<file path="config.mk">
export PLATFORM = sky130hd
export DESIGN_NAME = aac_adc_ctrl
export DESIGN_NICKNAME = d
export VERILOG_FILES = /design/src/aac_pkg.sv /design/src/aac_delta_cmp.sv /design/src/aac_intv_timer.sv /design/src/aac_adc_ctrl.sv
export SDC_FILE = /design/constraint.sdc
export NUM_CORES = 1
export LEC_CHECK = 0
export ABC_AREA = 0
export BUFFER_PORTS_ARGS = -buffer_cell sky130_fd_sc_hd__buf_2
export CORE_MARGIN = 2
export CORE_UTILIZATION = 60
export CTS_CLUSTER_SIZE = 8
export DETAILED_ROUTE_END_ITERATION = 12
export PLACE_DENSITY_LB_ADDON = 0.2
export SLEW_MARGIN = 20
export SYNTH_ARGS = -nofsm -noshare
export SYNTH_HDL_FRONTEND = slang
export SYNTH_HIERARCHICAL = 1
export SYNTH_SLANG_ARGS = --single-unit
</file>
<file path="constraint.sdc">
create_clock -name core_clk_i -period 5.15 [get_ports core_clk_i]
set_input_delay 0.2575 -clock core_clk_i [delete_from_list [all_inputs] [get_ports core_clk_i]]
set_output_delay 0.2575 -clock core_clk_i [all_outputs]
set_load 0.01 [all_outputs]
</file>
<file path="src/aac_pkg.sv">
package aac_pkg;

  // Register map
  localparam logic [7:0] AAC_ADDR_START  = 8'hD8;
  localparam logic [7:0] AAC_ADDR_BATRES = 8'hDF;
  localparam logic [7:0] AAC_ADDR_ENABLE = 8'hEC;
  localparam logic [7:0] AAC_ADDR_EXTRES = 8'hEF;
  localparam logic [7:0] AAC_ADDR_DELTA  = 8'hF3;
  localparam logic [7:0] AAC_ADDR_FLAGS  = 8'hF8;
  localparam logic [7:0] AAC_ADDR_INTV   = 8'hF9;
  localparam logic [7:0] AAC_ADDR_THRESH = 8'hFA;

  // Field positions
  localparam int AAC_START_BAT_BIT = 0;
  localparam int AAC_START_EXT_BIT = 2;
  localparam int AAC_FLAG_BAT_BIT  = 2;
  localparam int AAC_FLAG_EXT_BIT  = 3;
  localparam int AAC_INTV_BAT_LSB  = 0;
  localparam int AAC_INTV_EXT_LSB  = 2;
  localparam int AAC_INTV_W        = 2;
  localparam int AAC_DELTA_W       = 3;

  // Reset values
  localparam logic [7:0] AAC_RST_BYTE = 8'h00;

  // Timing: background interval unit is one tick
  localparam int unsigned AAC_CLK_HZ  = 10_000_000;
  localparam int unsigned AAC_TICK_MS = 250;
  localparam int unsigned AAC_TICK_CYCLES =
    (AAC_CLK_HZ / 1000) * AAC_TICK_MS;

  typedef enum logic [1:0] {
    AAC_MODE_NORMAL  = 2'b00,
    AAC_MODE_BATTERY = 2'b01,
    AAC_MODE_SLEEP   = 2'b10
  } aac_mode_t;

endpackage

</file>
<file path="src/aac_delta_cmp.sv">
`timescale 1ns/1ns
module aac_delta_cmp
  import aac_pkg::*;
(
  input  wire logic [7:0]             new_i,
  input  wire logic [7:0]             ref_i,
  input  wire logic [AAC_DELTA_W-1:0] delta_i,
  output logic                        exceed_o
);
  logic [7:0] diff;

  always_comb begin
    if (new_i > ref_i) begin
      diff = new_i - ref_i;
    end else begin
      diff = ref_i - new_i;
    end
    exceed_o = diff > {{(8-AAC_DELTA_W){1'b0}}, delta_i};
  end
endmodule // aac_delta_cmp

</file>
<file path="src/aac_intv_timer.sv">
`timescale 1ns/1ns
module aac_intv_timer
  import aac_pkg::*;
(
  input  wire logic                  core_clk_i,
  input  wire logic                  rst_n_i,
  input  wire logic                  tick_i,
  input  wire logic                  enable_i,
  input  wire logic [AAC_INTV_W-1:0] period_i,
  output logic                       fire_o
);
  logic [AAC_INTV_W-1:0] cnt_r;

  // Restart from zero whenever disabled
  always_ff @(posedge core_clk_i or negedge rst_n_i) begin
    if (!rst_n_i) begin
      cnt_r  <= '0;
      fire_o <= 1'b0;
    end else if (!enable_i || period_i == '0) begin
      cnt_r  <= '0;
      fire_o <= 1'b0;
    end else if (tick_i) begin
      if (cnt_r == period_i - 1'b1) begin
        cnt_r  <= '0;
        fire_o <= 1'b1;
      end else begin
        cnt_r  <= cnt_r + 1'b1;
        fire_o <= 1'b0;
      end
    end else begin
      fire_o <= 1'b0;
    end
  end
endmodule // aac_intv_timer

</file>
<file path="src/aac_adc_ctrl.sv">
`timescale 1ns/1ns
// Overview of operation
// - Normal mode: battery conversions from background and from single starts.
// - Battery mode: battery conversion only on single start, no background.
// - Sleep mode: no battery conversions at all.
// - Battery event when result below threshold or single conversion done.
// - Battery result loads only together with setting the low-battery flag.
// - Enabled low-battery flag drives the power-management interrupt.
// - External voltage result held in an 8-bit register.
// - Single external start gives interrupt with result in place.
// - External background off after reset; runs only with nonzero interval.
// - Background result differing beyond delta sets the change flag.
// - Change flag reaches interrupt only while its enable bit is set.
// - Battery mode: external conversions only from single start.
// - Sleep mode: external background conversions continue, only source.
// - Normal mode: external conversions from background and single starts.
// - External result updates only on an external interrupt event.
// - External event on delta or single done; no dedicated flag.
// - Start bits self-clear once the converter takes the request.
module aac_adc_ctrl
  import aac_pkg::*;
#(
  parameter int unsigned TICK_CYCLES = AAC_TICK_CYCLES
) (
  input  wire logic                core_clk_i,
  input  wire logic                rst_n_i,
  input  wire aac_pkg::aac_mode_t  power_mode_i,
  input  wire logic [7:0]          sfr_addr_i,
  input  wire logic [7:0]          sfr_wdata_i,
  input  wire logic                sfr_wr_i,
  input  wire logic                sfr_rd_i,
  output logic [7:0]               sfr_rdata_o,
  output logic                     bat_conv_req_o,
  input  wire logic                bat_conv_done_i,
  input  wire logic [7:0]          bat_conv_data_i,
  output logic                     ext_conv_req_o,
  input  wire logic                ext_conv_done_i,
  input  wire logic [7:0]          ext_conv_data_i,
  output logic                     psm_irq_o,
  output logic                     ext_adc_irq_o
);
  import aac_pkg::*;

  logic [31:0]            tick_cnt_r;
  logic                   tick_r;
  logic                   bat_start_r;
  logic                   ext_start_r;
  logic [7:0]             bat_result_r;
  logic [7:0]             ext_result_r;
  logic [7:0]             enables_r;
  logic [AAC_DELTA_W-1:0] delta_r;
  logic [7:0]             intv_r;
  logic [7:0]             thresh_r;
  logic [7:0]             flags_r;
  logic [7:0]             flags_nxt;
  logic                   bat_busy_r;
  logic                   ext_busy_r;
  logic                   bat_single_r;
  logic                   ext_single_r;
  logic                   bat_pend_r;
  logic                   ext_pend_r;
  logic                   bat_fire;
  logic                   ext_fire;
  logic                   bat_bg_ok;
  logic                   bat_sg_ok;
  logic                   ext_bg_ok;
  logic                   ext_sg_ok;
  logic                   bat_take_sg;
  logic                   bat_take_bg;
  logic                   ext_take_sg;
  logic                   ext_take_bg;
  logic                   bat_done;
  logic                   ext_done;
  logic                   bat_evt;
  logic                   ext_chg;
  logic                   ext_evt;
  logic                   ext_exceed;
  logic                   wr_start;
  logic                   wr_flags;

  assign wr_start = sfr_wr_i && sfr_addr_i == AAC_ADDR_START;
  assign wr_flags = sfr_wr_i && sfr_addr_i == AAC_ADDR_FLAGS;

  assign bat_bg_ok = power_mode_i == AAC_MODE_NORMAL;
  assign bat_sg_ok = power_mode_i == AAC_MODE_NORMAL
                  || power_mode_i == AAC_MODE_BATTERY;
  assign ext_bg_ok = power_mode_i == AAC_MODE_NORMAL
                  || power_mode_i == AAC_MODE_SLEEP;
  assign ext_sg_ok = bat_sg_ok;

  // Single start has priority over a pending background request
  assign bat_take_sg = !bat_busy_r && bat_start_r && bat_sg_ok;
  assign bat_take_bg = !bat_busy_r && !bat_take_sg && bat_pend_r
                    && bat_bg_ok;
  assign ext_take_sg = !ext_busy_r && ext_start_r && ext_sg_ok;
  assign ext_take_bg = !ext_busy_r && !ext_take_sg && ext_pend_r
                    && ext_bg_ok;

  assign bat_done = bat_conv_done_i && bat_busy_r;
  assign ext_done = ext_conv_done_i && ext_busy_r;

  assign bat_evt = bat_done && (bat_single_r || bat_conv_data_i < thresh_r);
  assign ext_chg = ext_done && !ext_single_r && ext_exceed;
  assign ext_evt = (ext_done && ext_single_r) || ext_chg;

  // Slow tick for background scheduling
  always_ff @(posedge core_clk_i or negedge rst_n_i) begin
    if (!rst_n_i) begin
      tick_cnt_r <= '0;
      tick_r     <= 1'b0;
    end else if (tick_cnt_r == 32'(TICK_CYCLES - 1)) begin
      tick_cnt_r <= '0;
      tick_r     <= 1'b1;
    end else begin
      tick_cnt_r <= tick_cnt_r + 32'd1;
      tick_r     <= 1'b0;
    end
  end

  // background off while interval is zero
  aac_intv_timer u_bat_timer (
    .core_clk_i (core_clk_i),
    .rst_n_i    (rst_n_i),
    .tick_i     (tick_r),
    .enable_i   (bat_bg_ok),
    .period_i   (intv_r[AAC_INTV_BAT_LSB +: AAC_INTV_W]),
    .fire_o     (bat_fire)
  );

  aac_intv_timer u_ext_timer (
    .core_clk_i (core_clk_i),
    .rst_n_i    (rst_n_i),
    .tick_i     (tick_r),
    .enable_i   (ext_bg_ok),
    .period_i   (intv_r[AAC_INTV_EXT_LSB +: AAC_INTV_W]),
    .fire_o     (ext_fire)
  );

  aac_delta_cmp u_ext_delta (
    .new_i    (ext_conv_data_i),
    .ref_i    (ext_result_r),
    .delta_i  (delta_r),
    .exceed_o (ext_exceed)
  );

  // Software-written configuration
  always_ff @(posedge core_clk_i or negedge rst_n_i) begin
    if (!rst_n_i) begin
      enables_r <= AAC_RST_BYTE;
      delta_r   <= '0;
      intv_r    <= AAC_RST_BYTE;
      thresh_r  <= AAC_RST_BYTE;
    end else if (sfr_wr_i) begin
      if (sfr_addr_i == AAC_ADDR_ENABLE) begin
        enables_r <= sfr_wdata_i;
      end
      if (sfr_addr_i == AAC_ADDR_DELTA) begin
        delta_r <= sfr_wdata_i[AAC_DELTA_W-1:0];
      end
      if (sfr_addr_i == AAC_ADDR_INTV) begin
        intv_r <= sfr_wdata_i;
      end
      if (sfr_addr_i == AAC_ADDR_THRESH) begin
        thresh_r <= sfr_wdata_i;
      end
    end
  end

  // start bits self-clear; a new write wins over the clear
  always_ff @(posedge core_clk_i or negedge rst_n_i) begin
    if (!rst_n_i) begin
      bat_start_r <= 1'b0;
      ext_start_r <= 1'b0;
    end else begin
      bat_start_r <= (bat_start_r && !bat_take_sg)
                  || (wr_start && sfr_wdata_i[AAC_START_BAT_BIT]);
      ext_start_r <= (ext_start_r && !ext_take_sg)
                  || (wr_start && sfr_wdata_i[AAC_START_EXT_BIT]);
    end
  end

  // Converter request and busy tracking
  always_ff @(posedge core_clk_i or negedge rst_n_i) begin
    if (!rst_n_i) begin
      bat_conv_req_o <= 1'b0;
      ext_conv_req_o <= 1'b0;
      bat_busy_r     <= 1'b0;
      ext_busy_r     <= 1'b0;
      bat_single_r   <= 1'b0;
      ext_single_r   <= 1'b0;
      bat_pend_r     <= 1'b0;
      ext_pend_r     <= 1'b0;
    end else begin
      bat_conv_req_o <= bat_take_sg || bat_take_bg;
      ext_conv_req_o <= ext_take_sg || ext_take_bg;
      if (bat_take_sg || bat_take_bg) begin
        bat_busy_r   <= 1'b1;
        bat_single_r <= bat_take_sg;
      end else if (bat_done) begin
        bat_busy_r <= 1'b0;
      end
      if (ext_take_sg || ext_take_bg) begin
        ext_busy_r   <= 1'b1;
        ext_single_r <= ext_take_sg;
      end else if (ext_done) begin
        ext_busy_r <= 1'b0;
      end
      // Pending strobe is dropped when its mode forbids it
      bat_pend_r <= bat_bg_ok && (bat_fire || (bat_pend_r && !bat_take_bg));
      ext_pend_r <= ext_bg_ok && (ext_fire || (ext_pend_r && !ext_take_bg));
    end
  end

  // results load only with their event
  always_ff @(posedge core_clk_i or negedge rst_n_i) begin
    if (!rst_n_i) begin
      bat_result_r  <= AAC_RST_BYTE;
      ext_result_r  <= AAC_RST_BYTE;
      ext_adc_irq_o <= 1'b0;
    end else begin
      if (bat_evt) begin
        bat_result_r <= bat_conv_data_i;
      end
      if (ext_evt) begin
        ext_result_r <= ext_conv_data_i;
      end
      ext_adc_irq_o <= ext_evt;
    end
  end

  // flags; hardware set wins over software clear
  always_comb begin
    flags_nxt = flags_r;
    if (wr_flags) begin
      flags_nxt = flags_r & sfr_wdata_i;
    end
    flags_nxt[AAC_FLAG_BAT_BIT] = flags_nxt[AAC_FLAG_BAT_BIT] || bat_evt;
    flags_nxt[AAC_FLAG_EXT_BIT] = flags_nxt[AAC_FLAG_EXT_BIT] || ext_chg;
  end

  always_ff @(posedge core_clk_i or negedge rst_n_i) begin
    if (!rst_n_i) begin
      flags_r <= AAC_RST_BYTE;
    end else begin
      flags_r <= flags_nxt
               & ((8'h01 << AAC_FLAG_BAT_BIT) | (8'h01 << AAC_FLAG_EXT_BIT));
    end
  end

  always_ff @(posedge core_clk_i or negedge rst_n_i) begin
    if (!rst_n_i) begin
      psm_irq_o <= 1'b0;
    end else begin
      psm_irq_o <= |(flags_r & enables_r);
    end
  end

  // Registered read data, unmapped reads give zero
  always_ff @(posedge core_clk_i or negedge rst_n_i) begin
    if (!rst_n_i) begin
      sfr_rdata_o <= AAC_RST_BYTE;
    end else if (sfr_rd_i) begin
      unique case (sfr_addr_i)
        AAC_ADDR_START: begin
          sfr_rdata_o <= (8'(bat_start_r) << AAC_START_BAT_BIT)
                       | (8'(ext_start_r) << AAC_START_EXT_BIT);
        end
        AAC_ADDR_BATRES: sfr_rdata_o <= bat_result_r;
        AAC_ADDR_ENABLE: sfr_rdata_o <= enables_r;
        AAC_ADDR_EXTRES: sfr_rdata_o <= ext_result_r;
        AAC_ADDR_DELTA:  sfr_rdata_o <= 8'(delta_r);
        AAC_ADDR_FLAGS:  sfr_rdata_o <= flags_r;
        AAC_ADDR_INTV:   sfr_rdata_o <= intv_r;
        AAC_ADDR_THRESH: sfr_rdata_o <= thresh_r;
        default:         sfr_rdata_o <= AAC_RST_BYTE;
      endcase
    end
  end
endmodule // aac_adc_ctrl

</file>
Word-level counts from Yosys, hierarchy flattened
Cells that the tools add are included.

cells by class
  add/subtract/negate cells = 7
  $lt $le $gt $ge = 3
  eq/ne operators = 13
  mux-type cells = 21
  bitwise gates (word level) = 3
  reduce and logical (&&, ||, !) cells = 61

operators with widths
  operator                                                           count
  8-bit == test, second input constant                               8
  8-bit one-hot mux with 8 select lines                              1
  32-bit by 1-bit adder with 32-bit output, second input constant    1
  32-bit by 22-bit == test with 1-bit output, second input constant  1
  32-bit 2-to-1 mux                                                  1
  1-bit logical AND                                                  26
  8-bit subtractor                                                   2
  1-bit logical OR                                                   14
  2-bit 2-to-1 mux                                                   6
  1-bit 2-to-1 mux                                                   11
  1-bit logical NOT                                                  9
  4-bit by 8-bit bitwise AND with 8-bit output                       1
  8-bit by 3-bit > comparator with 1-bit output                      1
  8-bit > comparator                                                 1
  8-bit less-than comparator                                         1
  8-bit 2-to-1 mux                                                   1
  2-bit AND reduction                                                4
  2-bit nonzero test                                                 4
  8-bit OR reduction                                                 1
  2-bit logical NOT                                                  3
  2-bit by 1-bit adder with 2-bit output, second input constant      2
  4-bit bitwise AND                                                  1
  2-bit == test                                                      2
  4-bit 2-to-1 mux                                                   1
  4 further kinds                                                    5

storage, ports and cells
  bits in registers = 104
  bits of input ports = 40
  word-level logic and storage cells = 134

Logic depth before layout (Yosys ltp)
  depth after elaboration = 11
  depth in mapped cells = 19

Cells and area by module
The synthesis kept the hierarchy.

modules (own cells, without submodules)
  module          times used  cells each  area an instance (um^2)  seq. area each (um^2)
  aac_adc_ctrl    1           466         4880.9                   2452.4
  aac_delta_cmp   1           116         839.6                    0.0
  aac_intv_timer  2           21          193.9                    75.1

Worst setup path after synthesis
Ideal clock, no wire load.

  path kind = reg2reg
  start point = register ext_result_r[5]
  end point = register ext_result_r[0]
  arrival time = 3593 ps
  required time = 5031 ps
  slack = 1438 ps
  cell stages (with the launch flop) = 18
  buffers on the path = 1
  clock period less this slack = 3712 ps
  cell sequence = dfrtp_1 > ha_1 > buf_2 > a21oi_1 > o31ai_1 > o21ai_2 > mux2_2 > ha_1 > nor2b_1 > o21ai_0 > a32oi_1 > a221oi_2 > o2111ai_1 > and2_1 > o211ai_1 > clkinv_1 > nand2_1 > nand2_1

between the ends
  cells in the longest elaborated chain, start to end = 5

RTL lines
  element                                          line                 RTL
  start: declaration                               aac_adc_ctrl.sv:49   logic [7:0] ext_result_r;
  start signal: assignment                         aac_adc_ctrl.sv:225  ext_result_r <= ext_conv_data_i;
  8-bit subtractor, or another cell as far along   aac_delta_cmp.sv:16  diff = ref_i - new_i;
  8-bit 2-to-1 mux *                               aac_delta_cmp.sv:13  if (new_i > ref_i) begin
  8-bit by 3-bit > comparator with 1-bit output *  aac_delta_cmp.sv:18  exceed_o = diff > {{(8-AAC_DELTA_W){1'b0}}, delta_i};
  net ext_exceed                                   aac_adc_ctrl.sv:77   logic ext_exceed;
  1-bit logical AND *                              aac_adc_ctrl.sv:103  assign ext_chg = ext_done && !ext_single_r && ext_exceed;
  1-bit logical OR *                               aac_adc_ctrl.sv:104  assign ext_evt = (ext_done && ext_single_r) || ext_chg;
  net ext_evt                                      aac_adc_ctrl.sv:76   logic ext_evt;

Mark *: on every way through the listed nets, which the timed path passes. The rest lies on a longest branch.
A chain may end at the register's enable or synchronous reset.

Worst setup path in the final report
  start point = register ext_result_r[6]
  end point = register ext_result_r[4]

The elaborated chain is that of the path after synthesis.

==> results.toml <==
[outcome]
status = "finished clean"

[clock_network]
cts_sinks = 104
cts_buffer_depth = 2
clock_latency_ns = 0.37
cts_buffers = 9
root_buffer = "clkbuf_8"
cts_tree = "done"
h-tree-depth = 3
clk_pin_slew_worst_paths_ns = 0.11
cts_setup_buffers = 0

[logic_synthesis]
synth_area_per_cell_um2 = 9.789
syn_area_um2 = 6108
synth_top_area_cell = "dfrtp_1"
synth-main-ff-cell = "dfrtp_1"
synth_top_family_by_area = "simple AND/OR/NAND/NOR gates"
synth-async-reset-ratio = 1.000
ys_warn_count = 6
synthSimpleGateAreaFrac = 0.2034
synth-compound-area-share = 0.1487
synth_edf_count = 0
ys_seq_area_frac = 0.4261
syn_nets = 694
synthMuxAreaShare = 0.06166
synth_cell_type_count = 76
synth_fa_ha_area_frac = 0.06391
yosys.area_share.xor_xnor = 0.05162
synthCells = 624
ys_ff_latch = 104
synth.top_cell.area_share = 0.4261
synthTopCellsByArea = "dfrtp_1, ha_1, mux2_2"

[setup_path]
critPathMaxStageDelay_ns = 0.52
r2r.worst_path.cells = 17
crit_type = "flop to flop"
endpoint_kind = "flop"
slowest_stage = "ha_1"
r2r_start = "ext_result_r[6]"
cp-start-kind = "flop"
r2r_slack_ns = 1.17
path_cells = "ha_1, inv_1, o31ai_1, o21ai_2, mux2_2, ha_1, nor2b_1, o21ai_0, a32oi_1, a221oi_2, o2111ai_1, and2_1, o211ai_1, buf_4, clkinv_1, nand2_1, nand2_1"
cp_data_arrival_time_ns = 4.23
required_ns = 5.41
r2r-end = "ext_result_r[4]"
critical_path.max_fanout = 12

[placed_design]
place_area_um2 = 6470
gp_congestion = 0.9310
port_buffers = 51
dp_hpwl_um = 10940

[die]
rows = 36
ioPinCount = 52
die_h_um = 104.9
coreArea_um2 = 9819
die-area_um2 = 11000
initial_utilization = 0.6221
die_w_um = 104.9

[timing]
fmax_ghz = 0.2514
final-hold-violation-count = 0
tightest_slew_ns = 1.045
final.setup.tns_ns = 0
slew_headroom = 0.2989
setup_viol = 0
worst_clock_skew_ns = 0.01511
min_period_ns = 3.977
period_share = 0.7722
slew_viol_final = 0
grt_setup_unrepaired = "no"
timing.hold.ws_ns = 0.08322

[layout]
drive_above_1_share = 0.1684
fill_cells = 793
n_antenna_cell = 0
final_common_cell = "dfrtp_1"
final_area_um2 = 6655
final_cell_mix = "dfrtp_1, nand2_1, inv_1, buf_2, nand3_1"
multiInputGateArea_um2 = 3233
nets = 743
regArea_um2 = 2603
syn_to_final_growth_pct = 8.951

[global_route]
grt_pass1_vias = 5007
grt_antenna_before_repair = 0
grt_remaining_overflow = 0
grt_util_all_layers = 0.2761
grt_pass1_wl_um = 24380
grt_max_degree = 67

[pwr]
power_mw = 2.027
leakage_nw = 2.972
peakVddDrop_mv = 0.1695
power.density_nw_per_um2 = 304.5

[hold_path]
hold_depth = 2
min_path_type = "primary input to flop"
hp-start = "power_mode_i[0]"
whs_endpoint = "ext_pend_r"

[drt]
detail_route.iter0.violations = 320
wl_met1_um = 6303
vias_per_cell = 6.210
drc = 0
top_layer = "met4"
drtPass1Iterations = 5
vias = 5030
drt_wl_total_um = 14600
drt.antenna.violating_nets = 0
avgRoutedWirePerCell_um = 18.03
met3WireLength_um = 793
met2WireLength_um = 7059

[run]
cap_violations = 0
-- flip-flops by register name, summed over array words and instances, names as in the netlist, 3 cells and up --
| signal | flops |
|---|---|
| thresh_r | 8 |
| bat_result_r | 8 |
| tick_cnt_r | 32 |
| intv_r | 8 |
| delta_r | 3 |
| sfr_rdata_o | 8 |
| ext_result_r | 8 |
| enables_r | 8 |
-- final cells by class --
class	instances	area share
repair buffers	54	0.04249
flip-flops and latches	104	0.3911
multi-input cells	452	0.4858
clock inverters	6	0.007708
clock buffers	9	0.01861
inverters	52	0.02933
well taps	133	0.02500
-- critical path, delay by kind of cell, from the launching register on --
kind / cells / cell delay, ns
compound gates: 7 / 1.25
mux: 1 / 0.29
fa+ha+maj: 2 / 0.81
buf+inv: 3 / 0.55
simple gates: 4 / 0.55
flops: 1 / 0.42
-- per-layer routing --
metal  track usage  up-vias
met5             0        -
met4        0.1010        0
met3       0.04928       34
met2        0.4508      154
met1        0.3701     2476
li1              -     2366
-- cell families after synthesis --
group / count (synthesis)
flops: 104
compound gates: 124
simple gates: 228
xor+xnor: 36
fa+ha+maj: 30
buf+inv: 68
mux: 34
-- cells in the mapped netlist (6+ instances only) --
cell / number
nor2b_1: 17
a21oi_1: 23
nand4_1: 12
o22ai_1: 9
ha_1: 28
xor2_1: 17
nand2b_1: 8
o2bb2ai_1: 7
nor4_1: 7
xnor2_1: 19
nand3_1: 33
nand2_1: 63
a221oi_1: 14
o2111ai_1: 10
nor2_1: 31
clkbuf_1: 8
o21a_1: 6
a22oi_1: 7
inv_1: 50
o21ai_0: 10
and3_1: 12
dfrtp_1: 104
nor3_1: 8
mux2_2: 29
-- through the flow --
| stage | setup slack [ns] | utilization | instances |
|---|---|---|---|
| after global routing | 0.8816 | 0.6778 | 810 |
| after floorplan | 1.438 | - | 624 |
| after CTS | 1.178 | 0.6778 | 810 |
| after global placement | 1.344 | 0.6589 | 794 |
| after detailed placement | 1.220 | 0.6589 | 794 |
| final | 1.173 | 0.6778 | 810 |
-- worst max-delay path by stage --
stage / slack [ns] / end / cells past startpoint / from
6_report: 1.17 / ext_result_r[4] / 17 / ext_result_r[6]
5_1_grt: 0.88 / ext_result_r[5] / 17 / ext_result_r[6]
4_1_cts: 1.18 / ext_result_r[4] / 17 / ext_result_r[6]
3_5_place_dp: 1.22 / ext_result_r[5] / 19 / ext_conv_data_i[6]
3_3_place_gp: 1.34 / ext_result_r[6] / 19 / ext_conv_data_i[6]
2_1_floorplan: 1.44 / ext_result_r[0] / 17 / ext_result_r[5]
-- power by group --
group / internal [mW] / switching (mW) / total, mW
sequential: 0.861 / 0.0516 / 0.913
clock: 0.180 / 0.300 / 0.480
combinational: 0.256 / 0.378 / 0.634
-- what timing repair did --
item	4_1_cts	5_1_grt
hold buffers	1	0
gates resized for setup	0	0
hold endpoints to repair	38	0
Note: power is estimated with default switching activity, not from simulation.
